**src/adc_consts.vh**
```
`ifndef ADC_CONSTS_VH
`define ADC_CONSTS_VH

// Result and serial frame widths
`define ADC_RES_BITS 12
`define ADC_SER_BITS 4'hC
`define ADC_FIFO_DEPTH 4

// Byte-lane split of the parallel bus
`define ADC_HI_MSB 11
`define ADC_HI_LSB 4
`define ADC_LO_MSB 3
`define ADC_LO_FILL 4'h0

// Timing, system clock 10 MHz
`define ADC_CLK_PERIOD_NS 100
`define ADC_SCLK_HALF_NS 200
`define ADC_SCLK_HALF_CYC (`ADC_SCLK_HALF_NS / `ADC_CLK_PERIOD_NS)

// Pin synchroniser lanes
`define ADC_SYNC_W 9
`define ADC_SY_CS 0
`define ADC_SY_RC 1
`define ADC_SY_BYTE 2
`define ADC_SY_CSEL 3
`define ADC_SY_FMT 4
`define ADC_SY_PD 5
`define ADC_SY_REFERENCE_DISABLE 6
`define ADC_SY_SCLK 7
`define ADC_SY_CASC 8
// Synchroniser reset: chip select and read/convert idle high, rest low
`define ADC_SYNC_IDLE 9'h003

`endif

```
**src/adc_host_if_pad.v**
```verilog
`timescale 1ns/1ps
`default_nettype none
`default_nettype wire

```
**src/adc_host_if.v**
```verilog
`timescale 1ns/1ps
`default_nettype none
`include "adc_consts.vh"

// Small synchronous FIFO between the converter core and the result latch
module result_fifo #(
  parameter WIDTH = 12,
  parameter DEPTH = 4,
  parameter AW = 2
) (
  input wire clk_i,
  input wire rst_i,
  input wire ce_i,
  input wire [WIDTH-1:0] in_data_i,
  input wire in_valid_i,
  output wire in_ready_o,
  output wire [WIDTH-1:0] out_data_o,
  output wire out_valid_o,
  input wire out_ready_i
);
  reg [WIDTH-1:0] mem_r [0:DEPTH-1];
  reg [AW-1:0] wr_r;
  reg [AW-1:0] rd_r;
  reg [AW:0] cnt_r;
  wire push;
  wire pop;

  // Honest flags straight from the occupancy count
  assign in_ready_o = (cnt_r != DEPTH[AW:0]);
  assign out_valid_o = (cnt_r != {(AW+1){1'b0}});
  assign out_data_o = mem_r[rd_r];
  assign push = in_valid_i & in_ready_o;
  assign pop = out_valid_o & out_ready_i;

  // Pointers wrap only for power-of-two depths
  always @(posedge clk_i) begin
    if (rst_i) begin
      wr_r <= {AW{1'b0}};
      rd_r <= {AW{1'b0}};
      cnt_r <= {(AW+1){1'b0}};
    end else if (ce_i) begin
      if (push) begin
        mem_r[wr_r] <= in_data_i;
        wr_r <= wr_r + 1'b1;
      end
      if (pop)
        rd_r <= rd_r + 1'b1;
      if (push & ~pop)
        cnt_r <= cnt_r + 1'b1;
      else if (pop & ~push)
        cnt_r <= cnt_r - 1'b1;
    end
  end
endmodule // result_fifo

module adc_host_if #(
  parameter SCLK_HALF = `ADC_SCLK_HALF_CYC
) (
  input wire CLOCK_I,
  input wire RST_I,
  input wire CE_I,
  input wire CS_N_I,
  input wire READ_CONVERT_I,
  input wire BYTE_SEL_I,
  input wire CLOCK_SOURCE_SEL_I,
  input wire CODE_FORMAT_SEL_I,
  input wire ANALOG_POWERDOWN_I,
  input wire REFERENCE_DISABLE_I,
  input wire SERIAL_BIT_CLOCK_I,
  output wire SERIAL_BIT_CLOCK_O,
  output wire SERIAL_BIT_CLOCK_OE_O,
  input wire CASCADE_IN_I,
  output wire SERIAL_OUT_O,
  output wire [7:0] PARALLEL_OUT_O,
  output wire PARALLEL_OE_O,
  output wire BUSY_N_O,
  output wire CORE_START_O,
  input wire [`ADC_RES_BITS-1:0] CORE_DATA_I,
  input wire CORE_DONE_I,
  output wire CORE_READY_O,
  output wire ANALOG_EN_O,
  output wire REFERENCE_EN_O
);
  localparam ST_IDLE = 2'h0;
  localparam ST_CONV = 2'h1;
  localparam ST_LOAD = 2'h2;
  localparam ST_DRAIN = 2'h3;
  localparam [`ADC_SYNC_W-1:0] SYNC_IDLE = `ADC_SYNC_IDLE;

  // Two's complement from the core, MSB flipped for straight binary
  function [`ADC_RES_BITS-1:0] fmt_code;
    input [`ADC_RES_BITS-1:0] d;
    input sb;
    begin
      fmt_code = {d[`ADC_RES_BITS-1] ^ sb, d[`ADC_RES_BITS-2:0]};
    end
  endfunction

  reg [`ADC_SYNC_W-1:0] meta_r;
  reg [`ADC_SYNC_W-1:0] sync_r;
  reg act_prev_r;
  reg sclk_prev_r;
  reg [1:0] state_r;
  reg busy_n_r;
  reg start_r;
  reg [`ADC_RES_BITS-1:0] result_r;
  reg [7:0] par_r;
  reg par_oe_r;
  reg [`ADC_RES_BITS-1:0] sh_r;
  reg [3:0] bits_r;
  reg ser_act_r;
  reg sclk_r;
  reg sclk_oe_r;
  reg [7:0] div_r;
  reg casc_r;
  reg ana_en_r;
  reg ref_en_r;
  reg fifo_in_ready_r;
  wire cs_n;
  wire rc;
  wire act;
  wire start_req;
  wire ext_clk;
  wire ext_rise;
  wire ext_fall;
  wire int_tick;
  wire fifo_in_ready;
  wire fifo_out_valid;
  wire fifo_out_ready;
  wire [`ADC_RES_BITS-1:0] fifo_out_data;
  wire [`ADC_RES_BITS-1:0] code;
  reg [1:0] state_nxt;

  // Two-flop synchronisers for every pin input
  genvar g;
  generate
    for (g = 0; g < `ADC_SYNC_W; g = g + 1) begin : g_sync
      always @(posedge CLOCK_I) begin
        if (RST_I) begin
          meta_r[g] <= SYNC_IDLE[g]; // Idle level, so no false edge
          sync_r[g] <= SYNC_IDLE[g];
        end else if (CE_I) begin
          meta_r[g] <= (g == `ADC_SY_CS) ? CS_N_I :
                       (g == `ADC_SY_RC) ? READ_CONVERT_I :
                       (g == `ADC_SY_BYTE) ? BYTE_SEL_I :
                       (g == `ADC_SY_CSEL) ? CLOCK_SOURCE_SEL_I :
                       (g == `ADC_SY_FMT) ? CODE_FORMAT_SEL_I :
                       (g == `ADC_SY_PD) ? ANALOG_POWERDOWN_I :
                       (g == `ADC_SY_REFERENCE_DISABLE) ? REFERENCE_DISABLE_I :
                       (g == `ADC_SY_SCLK) ? SERIAL_BIT_CLOCK_I :
                       CASCADE_IN_I;
          sync_r[g] <= meta_r[g];
        end
      end
    end
  endgenerate

  assign cs_n = sync_r[`ADC_SY_CS];
  assign rc = sync_r[`ADC_SY_RC];
  assign ext_clk = sync_r[`ADC_SY_CSEL];
  // Both inputs act as one level; whichever falls last starts
  assign act = ~cs_n & ~rc;
  assign start_req = act & ~act_prev_r & (state_r == ST_IDLE);
  assign ext_rise = ext_clk & sync_r[`ADC_SY_SCLK] & ~sclk_prev_r;
  assign ext_fall = ext_clk & ~sync_r[`ADC_SY_SCLK] & sclk_prev_r;
  assign int_tick = (div_r == SCLK_HALF[7:0] - 8'h01);
  assign code = fmt_code(result_r, sync_r[`ADC_SY_FMT]);
  // Hold the result latch steady while the host reads the bus
  assign fifo_out_ready = (state_r == ST_LOAD) & ~par_oe_r;

  // Conversion sequence: busy drops at start, rises once latch and
  // internal serial frame are both done
  always @* begin
    state_nxt = state_r;
    case (state_r)
      ST_IDLE: begin
        if (start_req)
          state_nxt = ST_CONV;
      end
      ST_CONV: begin
        if (CORE_DONE_I & fifo_in_ready)
          state_nxt = ST_LOAD;
      end
      ST_LOAD: begin
        if (fifo_out_valid & fifo_out_ready)
          state_nxt = ST_DRAIN;
      end
      ST_DRAIN: begin
        if (~ser_act_r)
          state_nxt = ST_IDLE;
      end
      default: state_nxt = ST_IDLE;
    endcase
  end

  // Control state, busy and result latch
  always @(posedge CLOCK_I) begin
    if (RST_I) begin
      state_r <= ST_IDLE;
      busy_n_r <= 1'b1;
      start_r <= 1'b0;
      act_prev_r <= 1'b0;
      sclk_prev_r <= 1'b0;
      result_r <= {`ADC_RES_BITS{1'b0}};
      ana_en_r <= 1'b1;
      ref_en_r <= 1'b1;
    end else if (CE_I) begin
      state_r <= state_nxt;
      busy_n_r <= (state_nxt == ST_IDLE);
      start_r <= start_req;
      act_prev_r <= act;
      sclk_prev_r <= sync_r[`ADC_SY_SCLK];
      if (fifo_out_valid & fifo_out_ready)
        result_r <= fifo_out_data;
      ana_en_r <= ~sync_r[`ADC_SY_PD];
      ref_en_r <= ~sync_r[`ADC_SY_REFERENCE_DISABLE];
    end
  end

  // Parallel bus: enabled only with chip select low and read/convert high
  always @(posedge CLOCK_I) begin
    if (RST_I) begin
      par_r <= 8'h00;
      par_oe_r <= 1'b0;
    end else if (CE_I) begin
      par_oe_r <= ~cs_n & rc;
      if (~cs_n & rc) begin
        if (sync_r[`ADC_SY_BYTE])
          par_r <= {code[`ADC_LO_MSB:0], `ADC_LO_FILL};
        else
          par_r <= code[`ADC_HI_MSB:`ADC_HI_LSB];
      end else begin
        par_r <= 8'h00;
      end
    end
  end

  // Serial shifter; the frame starts with the conversion so it carries
  // the previous result, and in external mode the cascade bits follow
  always @(posedge CLOCK_I) begin
    if (RST_I) begin
      sh_r <= {`ADC_RES_BITS{1'b0}};
      bits_r <= 4'h0;
      ser_act_r <= 1'b0;
      sclk_r <= 1'b0;
      sclk_oe_r <= 1'b0;
      div_r <= 8'h00;
      casc_r <= 1'b0;
    end else if (CE_I) begin
      sclk_oe_r <= ~ext_clk;
      if (start_req) begin
        sh_r <= code;
        bits_r <= `ADC_SER_BITS;
        ser_act_r <= ~ext_clk;
        sclk_r <= 1'b0;
        div_r <= 8'h00;
      end else if (ext_clk) begin
        // Host clock: sample cascade on rise, shift on fall
        ser_act_r <= 1'b0;
        sclk_r <= 1'b0;
        if (ext_rise)
          casc_r <= sync_r[`ADC_SY_CASC];
        if (ext_fall)
          sh_r <= {sh_r[`ADC_RES_BITS-2:0], casc_r};
      end else if (ser_act_r) begin
        // Internal clock: one bit per full period, MSB first
        div_r <= int_tick ? 8'h00 : div_r + 8'h01;
        if (int_tick) begin
          sclk_r <= ~sclk_r;
          if (sclk_r) begin
            sh_r <= {sh_r[`ADC_RES_BITS-2:0], 1'b0};
            bits_r <= bits_r - 4'h1;
            if (bits_r == 4'h1)
              ser_act_r <= 1'b0;
          end
        end
      end
    end
  end

  result_fifo #(
    .WIDTH(`ADC_RES_BITS),
    .DEPTH(`ADC_FIFO_DEPTH),
    .AW(2)
  ) u_fifo (
    .clk_i(CLOCK_I),
    .rst_i(RST_I),
    .ce_i(CE_I),
    .in_data_i(CORE_DATA_I),
    .in_valid_i(CORE_DONE_I & (state_r == ST_CONV)),
    .in_ready_o(fifo_in_ready),
    .out_data_o(fifo_out_data),
    .out_valid_o(fifo_out_valid),
    .out_ready_i(fifo_out_ready)
  );

  // All outputs straight from flip-flops
  assign SERIAL_BIT_CLOCK_O = sclk_r;
  assign SERIAL_BIT_CLOCK_OE_O = sclk_oe_r;
  assign SERIAL_OUT_O = sh_r[`ADC_RES_BITS-1];
  assign PARALLEL_OUT_O = par_r;
  assign PARALLEL_OE_O = par_oe_r;
  assign BUSY_N_O = busy_n_r;
  assign CORE_START_O = start_r;
  assign CORE_READY_O = fifo_in_ready_r;
  assign ANALOG_EN_O = ana_en_r;
  assign REFERENCE_EN_O = ref_en_r;

  // Registered copy of FIFO space for the core handshake
  always @(posedge CLOCK_I) begin
    if (RST_I)
      fifo_in_ready_r <= 1'b1;
    else if (CE_I)
      fifo_in_ready_r <= fifo_in_ready;
  end
endmodule // adc_host_if
`default_nettype wire

```
**config.mk**
```make
export PLATFORM = sky130hd
export DESIGN_NAME = adc_host_if
export DESIGN_NICKNAME = d
export VERILOG_FILES = /design/src/adc_host_if_pad.v /design/src/adc_host_if.v
export VERILOG_INCLUDE_DIRS = /design/src
export SDC_FILE = /design/constraint.sdc
export NUM_CORES = 1
export LEC_CHECK = 0
export BUFFER_PORTS_ARGS = -buffer_cell sky130_fd_sc_hd__clkbuf_2
export CAP_MARGIN = 5
export CORE_MARGIN = 4
export CORE_UTILIZATION = 40
export DETAILED_ROUTE_END_ITERATION = 10
export PLACE_DENSITY = 0.56
export SYNTH_ARGS = -nofsm -noshare
export SYNTH_HDL_FRONTEND = slang
export SYNTH_SLANG_ARGS = --single-unit
```
**constraint.sdc**
```tcl
create_clock -name CLOCK_I -period 2.2 [get_ports CLOCK_I]
set_input_delay 0.11 -clock CLOCK_I [delete_from_list [all_inputs] [get_ports CLOCK_I]]
set_output_delay 0.11 -clock CLOCK_I [all_outputs]
set_load 0.1 [all_outputs]
```
* Word level (Yosys, flattened, before mapping)
Memory sizes are Yosys's and may differ from the RTL's. A register that Yosys moved wholly into a read port is not among the register bits. Index checks and enable logic that the tools add are counted.
Word-level totals: bits in writable memories 48, output and inout port bits 17, input bits 25, flip-flop bits (word level) 71, memories kept 1
Operators by class: reductions and logical operators 18, muxes and demuxes 38, add/sub/neg operators 6, bitwise operators 29, eq/ne operators 8
Memory list:
- u_fifo.mem_r | words 4, bits a word 12, read ports 1, clocked after memory_dff 1, write ports 1, RTL line adc_host_if.v:21 | reg [WIDTH-1:0] mem_r [0:DEPTH-1];
Operator list (count):
- 12-bit 2-to-1 mux | 6
- 8-bit 2-to-1 mux | 6
- 4-bit 2-to-1 mux | 5
- 1-bit bitwise AND | 15
- 1-bit 2-to-1 mux | 14
- 1-bit NOT | 13
- 3-bit nonzero test | 4
- 5-bit AND reduction | 2
- 8-bit by 1-bit adder with 8-bit output (second input constant) | 1
- 8-bit by 1-bit == test with 1-bit output (second input constant) | 1
- 2-bit 2-to-1 mux | 4
- 2-bit case mux with 4 select lines | 1
- 2-bit nonzero test | 4
- 3-bit 2-to-1 mux | 2
- 2-bit AND reduction | 3
- 3-bit AND reduction | 2
- 2-bit by 1-bit adder with 2-bit output (second input constant) | 2
- 2-bit == test (second input constant) | 2
- 4-bit by 1-bit == test with 1-bit output (second input constant) | 1
- 2-bit zero test | 2
- 4-bit AND reduction | 1
- 4-bit by 1-bit subtractor with 4-bit output (second input constant) | 1
- 3-bit by 1-bit adder with 3-bit output (second input constant) | 1
- 3-bit by 1-bit inequality test with 1-bit output (second input constant) | 1
- 5 further kinds | 5

* Longest topological paths before layout
word-level depth 7, gate-level depth with buffers 11, depth with buffers taken out 10

* Hierarchy
A second synthesis with hierarchy kept.
Unflattened totals: cell total of the unflattened synthesis 484, area total of the unflattened synthesis 5685.5 µm²
By module, submodules not included:
- adc_host_if | instances 1, cells each 368, area an instance 3445.8 µm²
- result_fifo | instances 1, cells each 116, area an instance 2239.6 µm²

* Worst setup path before layout
No wires, ideal clock.
kind register to register, start point register par_oe_r, in the netlist PARALLEL_OE_O, end point register u_fifo.cnt_r[2], path buffers 0, period minus slack after synthesis 2481 ps, arrival 2353 ps, stages on the path, launching flop included 11, library setup time 128 ps, setup slack -281 ps, path through dfxtp_1 nor3b_1 and2_1 inv_1 ha_1 inv_1 fa_1 xnor2_1 nand2_1 xor2_1 nor2_1
Between the ends: word-level cells in the longest chain between the ends 7
Ends and longest elaborated chain:
- start: declaration | RTL line adc_host_if.v:108 | reg par_oe_r;
- start signal: assignment | RTL line adc_host_if.v:226 | par_oe_r <= ~cs_n & rc;
- 1-bit NOT (*) | RTL line adc_host_if.v:169 | assign fifo_out_ready = (state_r == ST_LOAD) & ~par_oe_r;
- 1-bit bitwise AND (*) | RTL line adc_host_if.v:169
- 1-bit bitwise AND (*) | RTL line adc_host_if.v:33 | assign pop = out_valid_o & out_ready_i;
- 1-bit NOT | RTL line adc_host_if.v:48 | if (push & ~pop)
- 1-bit bitwise AND | RTL line adc_host_if.v:48
- 2-bit nonzero test (no source line)
- 2-bit AND reduction (no source line)
- end signal: assignment | RTL line adc_host_if.v:40 | cnt_r <= {(AW+1){1'b0}};
- end signal: assignment | RTL line adc_host_if.v:49 | cnt_r <= cnt_r + 1'b1;
- end signal: assignment | RTL line adc_host_if.v:51 | cnt_r <= cnt_r - 1'b1;
- end: declaration | RTL line adc_host_if.v:24 | reg [AW:0] cnt_r;
Mark *: on every way between the ends. The rest lies on a longest branch, timed or not. A chain may end at the register's enable or synchronous reset.

* Worst setup path after layout
start point register u_fifo.cnt_r[2], end point register u_fifo.cnt_r[2]
Between the ends: word-level cells in the longest chain between the ends 6
Ends and longest elaborated chain (RTL line):
- 3-bit inequality test or 3-bit nonzero test (tied branches) | adc_host_if.v:29, adc_host_if.v:30
- 1-bit bitwise AND (on tied branches) | adc_host_if.v:32, adc_host_if.v:33
- 1-bit NOT (on tied branches) | adc_host_if.v:50, adc_host_if.v:48
- 1-bit bitwise AND (on tied branches) | adc_host_if.v:50, adc_host_if.v:48
- 2-bit nonzero test (no source line)
- 2-bit AND reduction (no source line)
Several ways; a longest one is shown, not always the timed one. The select of a mux whose other input is x is not followed.

==> results.md <==
- Worst Path Max Fanout: 3
- Wirelength per Cell: 15.2 um
- CP most frequent cell: inv_1
- Final Critical Period: 2070 ps
- Io pins: 42
- Post-Syn Nets: ~520
- H-tree lvl count: 4
- Reg2reg path depth: 10
- Max clock buf depth: 2
- Global Route Usage Sum: ~15%
- NumNets Final: around 590
- Root Buffer: clkbuf_16
- DRC viols: 0
- Worst Hold End: SERIAL_BIT_CLOCK_OE_O$_SDFFE_PP0P_
- Die ar.: 15700 sq um
- MaxCap Viol Count: 0
- Routability cong.: 0.725
- Worst slack, placed: around 22 ps
- LEAKAGE: 2.48 nW
- IO Port Bufs: 41
- Hold Crit Class: in -> reg
- CTS sink count: between 100 and 150
- WP data arrival: between 2000 and 2500 ps
- Slowest stage delay, CP: 390 ps
- Starting DRT DRC Count: 237
- PwrDens: around 840 nW/um^2
- Commonest non-fill, non-tap cells in the layout: 81 x dfxtp_1, 48 x edfxtp_1, 43 x a21oi_1
- Yosys warning count: 0
- Final period utilization: 94.1%
- Synth Flop Type: dfxtp_1
- Syn Area/Cell: roughly 11 sq um
- Grt peak-use layer: met2
- Pins Over Slew Limit: 0
- Startpoint types: flip-flop
- Final setup violating endpoints: 0
- Cell with the largest stage delay on the worst path: or3_4
- Finished Layout Cells: 745
- Initial antenna violation count: 0
- Rel. slew slack: 49.2%
- Synth unique cells: 50
- Status: complete, no violations
- Fin. Hold Viols: 0
- Synth Register Bits: approximately 130
- N_diodes: 0
- Commonest non-fill, non-tap cell in the layout: dfxtp_1
- Reg2reg setup slack: 130 ps
- Critical path cell sequence: or3_4 > and2_1 > inv_1 > ha_2 > inv_1 > fa_1 > xnor2_1 > nand2_1 > xor2_1 > nor2_1
- Hold path cells: 4
- FF/Latch Area: 3110 sq um
- VDD IR-drop max: 0.644 mV
- Share of post-route cells with drive strength above 1: 21.8%
- Number of global-route vias before repair: 3790
- Routed WL: 11300 um
- Routed Antenna Nets: 0
- GR met2 Demand/Resource: 24.3%
- Reg-to-Reg End: u_fifo.cnt_r[2]$_SDFFE_PP0P_
- Num CTS Buffers: 17
- Worst-skew pair later-pin latency: ~420 ps
- Final worst slack: 131 ps
- Core area: 13300 sq um
- Worst setup path class: reg -> reg
- Crit. End Element: flip-flop
- Number of detailed-route iterations in the first pass: 4
- Fillers: approximately 1200
- Cells after DPL: 691
- Worst EP required: 2490 ps
- Synth-to-Final Area Change: 23.3%
- CTS tree: built
- Die X: 125 um
- GR Util met1: 20.3%
- Post-DP HPWL: 7470 um
- Cell count after synthesis: 486
- Met3 usage in global routing: 4.39%
- Clock skew: 6.65 ps
- FMAX: 483 MHz
- Worst-Margin Slew: 761 ps
- Die height: about 130 um
- FF-to-FF Start: u_fifo.cnt_r[2]$_SDFFE_PP0P_
- Vias post-DR: around 3800
- Initial Util: 41.2%
- GRT overflow: 0
- Clk slew on worst S/H paths: about 60 ps
- First-pass GRT wire length: 19300 um
- Final total power: between 5 and 6 mW
- Seq/Total Area, Yosys: between 50% and 60%
- Largest net degree at the start of global routing: 89
- Area of the mapped netlist: 5490 sq um
- Area occupied by multi-input gates: 2230 sq um
- Row count: 42
- Vias/cell: 5.04
- EDFF count, synth: 48
- HP Start: CE_I
- Setup TNS: 0 ps
- Ys async rst share: 0%
## sequential cells by signal, indices dropped and copies added (netlist names), 3 cells and up
signal and flops:
u_fifo.mem_r 48, result_r 12, sh_r 12, meta_r 9
PARALLEL_OUT_O 8, div_r 8, sync_r 6, bits_r 4
u_fifo.cnt_r 3
## area by class of cell
class | count | share of cell area [%]
Multi-Input combinational cell | 313 | 32.9
Clock buffer | 18 | 6.34
Clock inverter | 14 | 2.59
Tap cell | 176 | 3.25
Inverter | 12 | 0.665
Timing Repair Buffer | 81 | 8.42
Sequential cell | 131 | 45.9
## synth_stat cells, types with 2 or more instances
cell type	number	area share (%)
a211o_1	5	0.80
a21oi_1	43	3.9
a22oi_1	8	1.1
and2_1	6	0.68
and3_1	2	0.23
and3b_1	2	0.32
buf_1	7	0.48
buf_2	5	0.46
clkbuf_1	17	1.2
dfxtp_1	83	30
edfxtp_1	48	26
ha_1	9	2.0
inv_1	11	0.75
mux2_2	5	1.0
mux2_4	9	2.5
mux2i_1	19	3.5
mux4_2	12	4.9
nand2_1	34	2.3
nand2b_1	3	0.34
nand3_1	20	1.8
nand4_1	6	0.68
nor2_1	41	2.8
nor2b_1	20	2.3
nor3_1	2	0.18
nor3b_1	2	0.27
nor4b_1	2	0.32
o21ai_0	22	2.0
o31ai_1	4	0.55
or3_1	8	0.91
or4_1	3	0.41
xnor2_1	6	0.96
xor2_1	4	0.64
## worst max-delay path: cells and delay by family (launching register included)
kind,cells,cell delay (ps)
adders and majority gates,2,540
xor gates and xnor gates,2,290
buffers and inverters,2,100
and+or+nand+nor,4,670
DFF,1,330
## where the power goes
part	switching, mW	total, mW	internal [mW]
clock network	1.08	2.87	1.80
registers	0.0268	2.56	2.54
logic	0.145	0.245	0.0991
total	1.25	5.68	4.44
## timing repair
item,4_1_cts,5_1_grt
buffers inserted,0,1
endpoints found under the setup margin,0,14
hold buffers,21,0
hold endpoints to repair,57,0
resized for setup,0,4
## per-layer routing
layer | vias up | part of all wire (%)
met3 | 13 | 3.3
li1 | 1894 | -
met1 | 1795 | 47
met5 | - | 0
met2 | 51 | 48
met4 | 0 | 1.5
## how the worst max path moves through the flow
stage / startpoint / end
floorplan: PARALLEL_OE_O$_SDFFE_PP0P_ / u_fifo.cnt_r[2]$_SDFFE_PP0P_
global placement: div_r[1]$_SDFFE_PP0P_ / sh_r[1]$_SDFFE_PP0P_
detailed placement: div_r[1]$_SDFFE_PP0P_ / sh_r[1]$_SDFFE_PP0P_
CTS: div_r[1]$_SDFFE_PP0P_ / sh_r[1]$_SDFFE_PP0P_
global route: u_fifo.cnt_r[2]$_SDFFE_PP0P_ / u_fifo.cnt_r[2]$_SDFFE_PP0P_
finish: u_fifo.cnt_r[2]$_SDFFE_PP0P_ / u_fifo.cnt_r[2]$_SDFFE_PP0P_
## cells by family after synthesis
family	after synthesis	synth area share [%]
buf+inv	42	3.12
compound gates	90	9.54
xor+xnor	10	1.59
fa+ha+maj	10	2.41
mux	45	11.9
flops	131	56.5
simple gates	158	15.0
## metrics by stage
stage | instance area (sq um) | hold slack [ps] | utilization, %
after floorplan | 5500 | 209 | -
after global placement | 5940 | 318 | 44.5
after detailed placement | 5940 | 326 | 44.5
after CTS | 6760 | 232 | 50.6
after global routing | 6770 | 278 | 50.7
final | 6770 | 223 | 50.7
(Power assumes the default switching activity.)
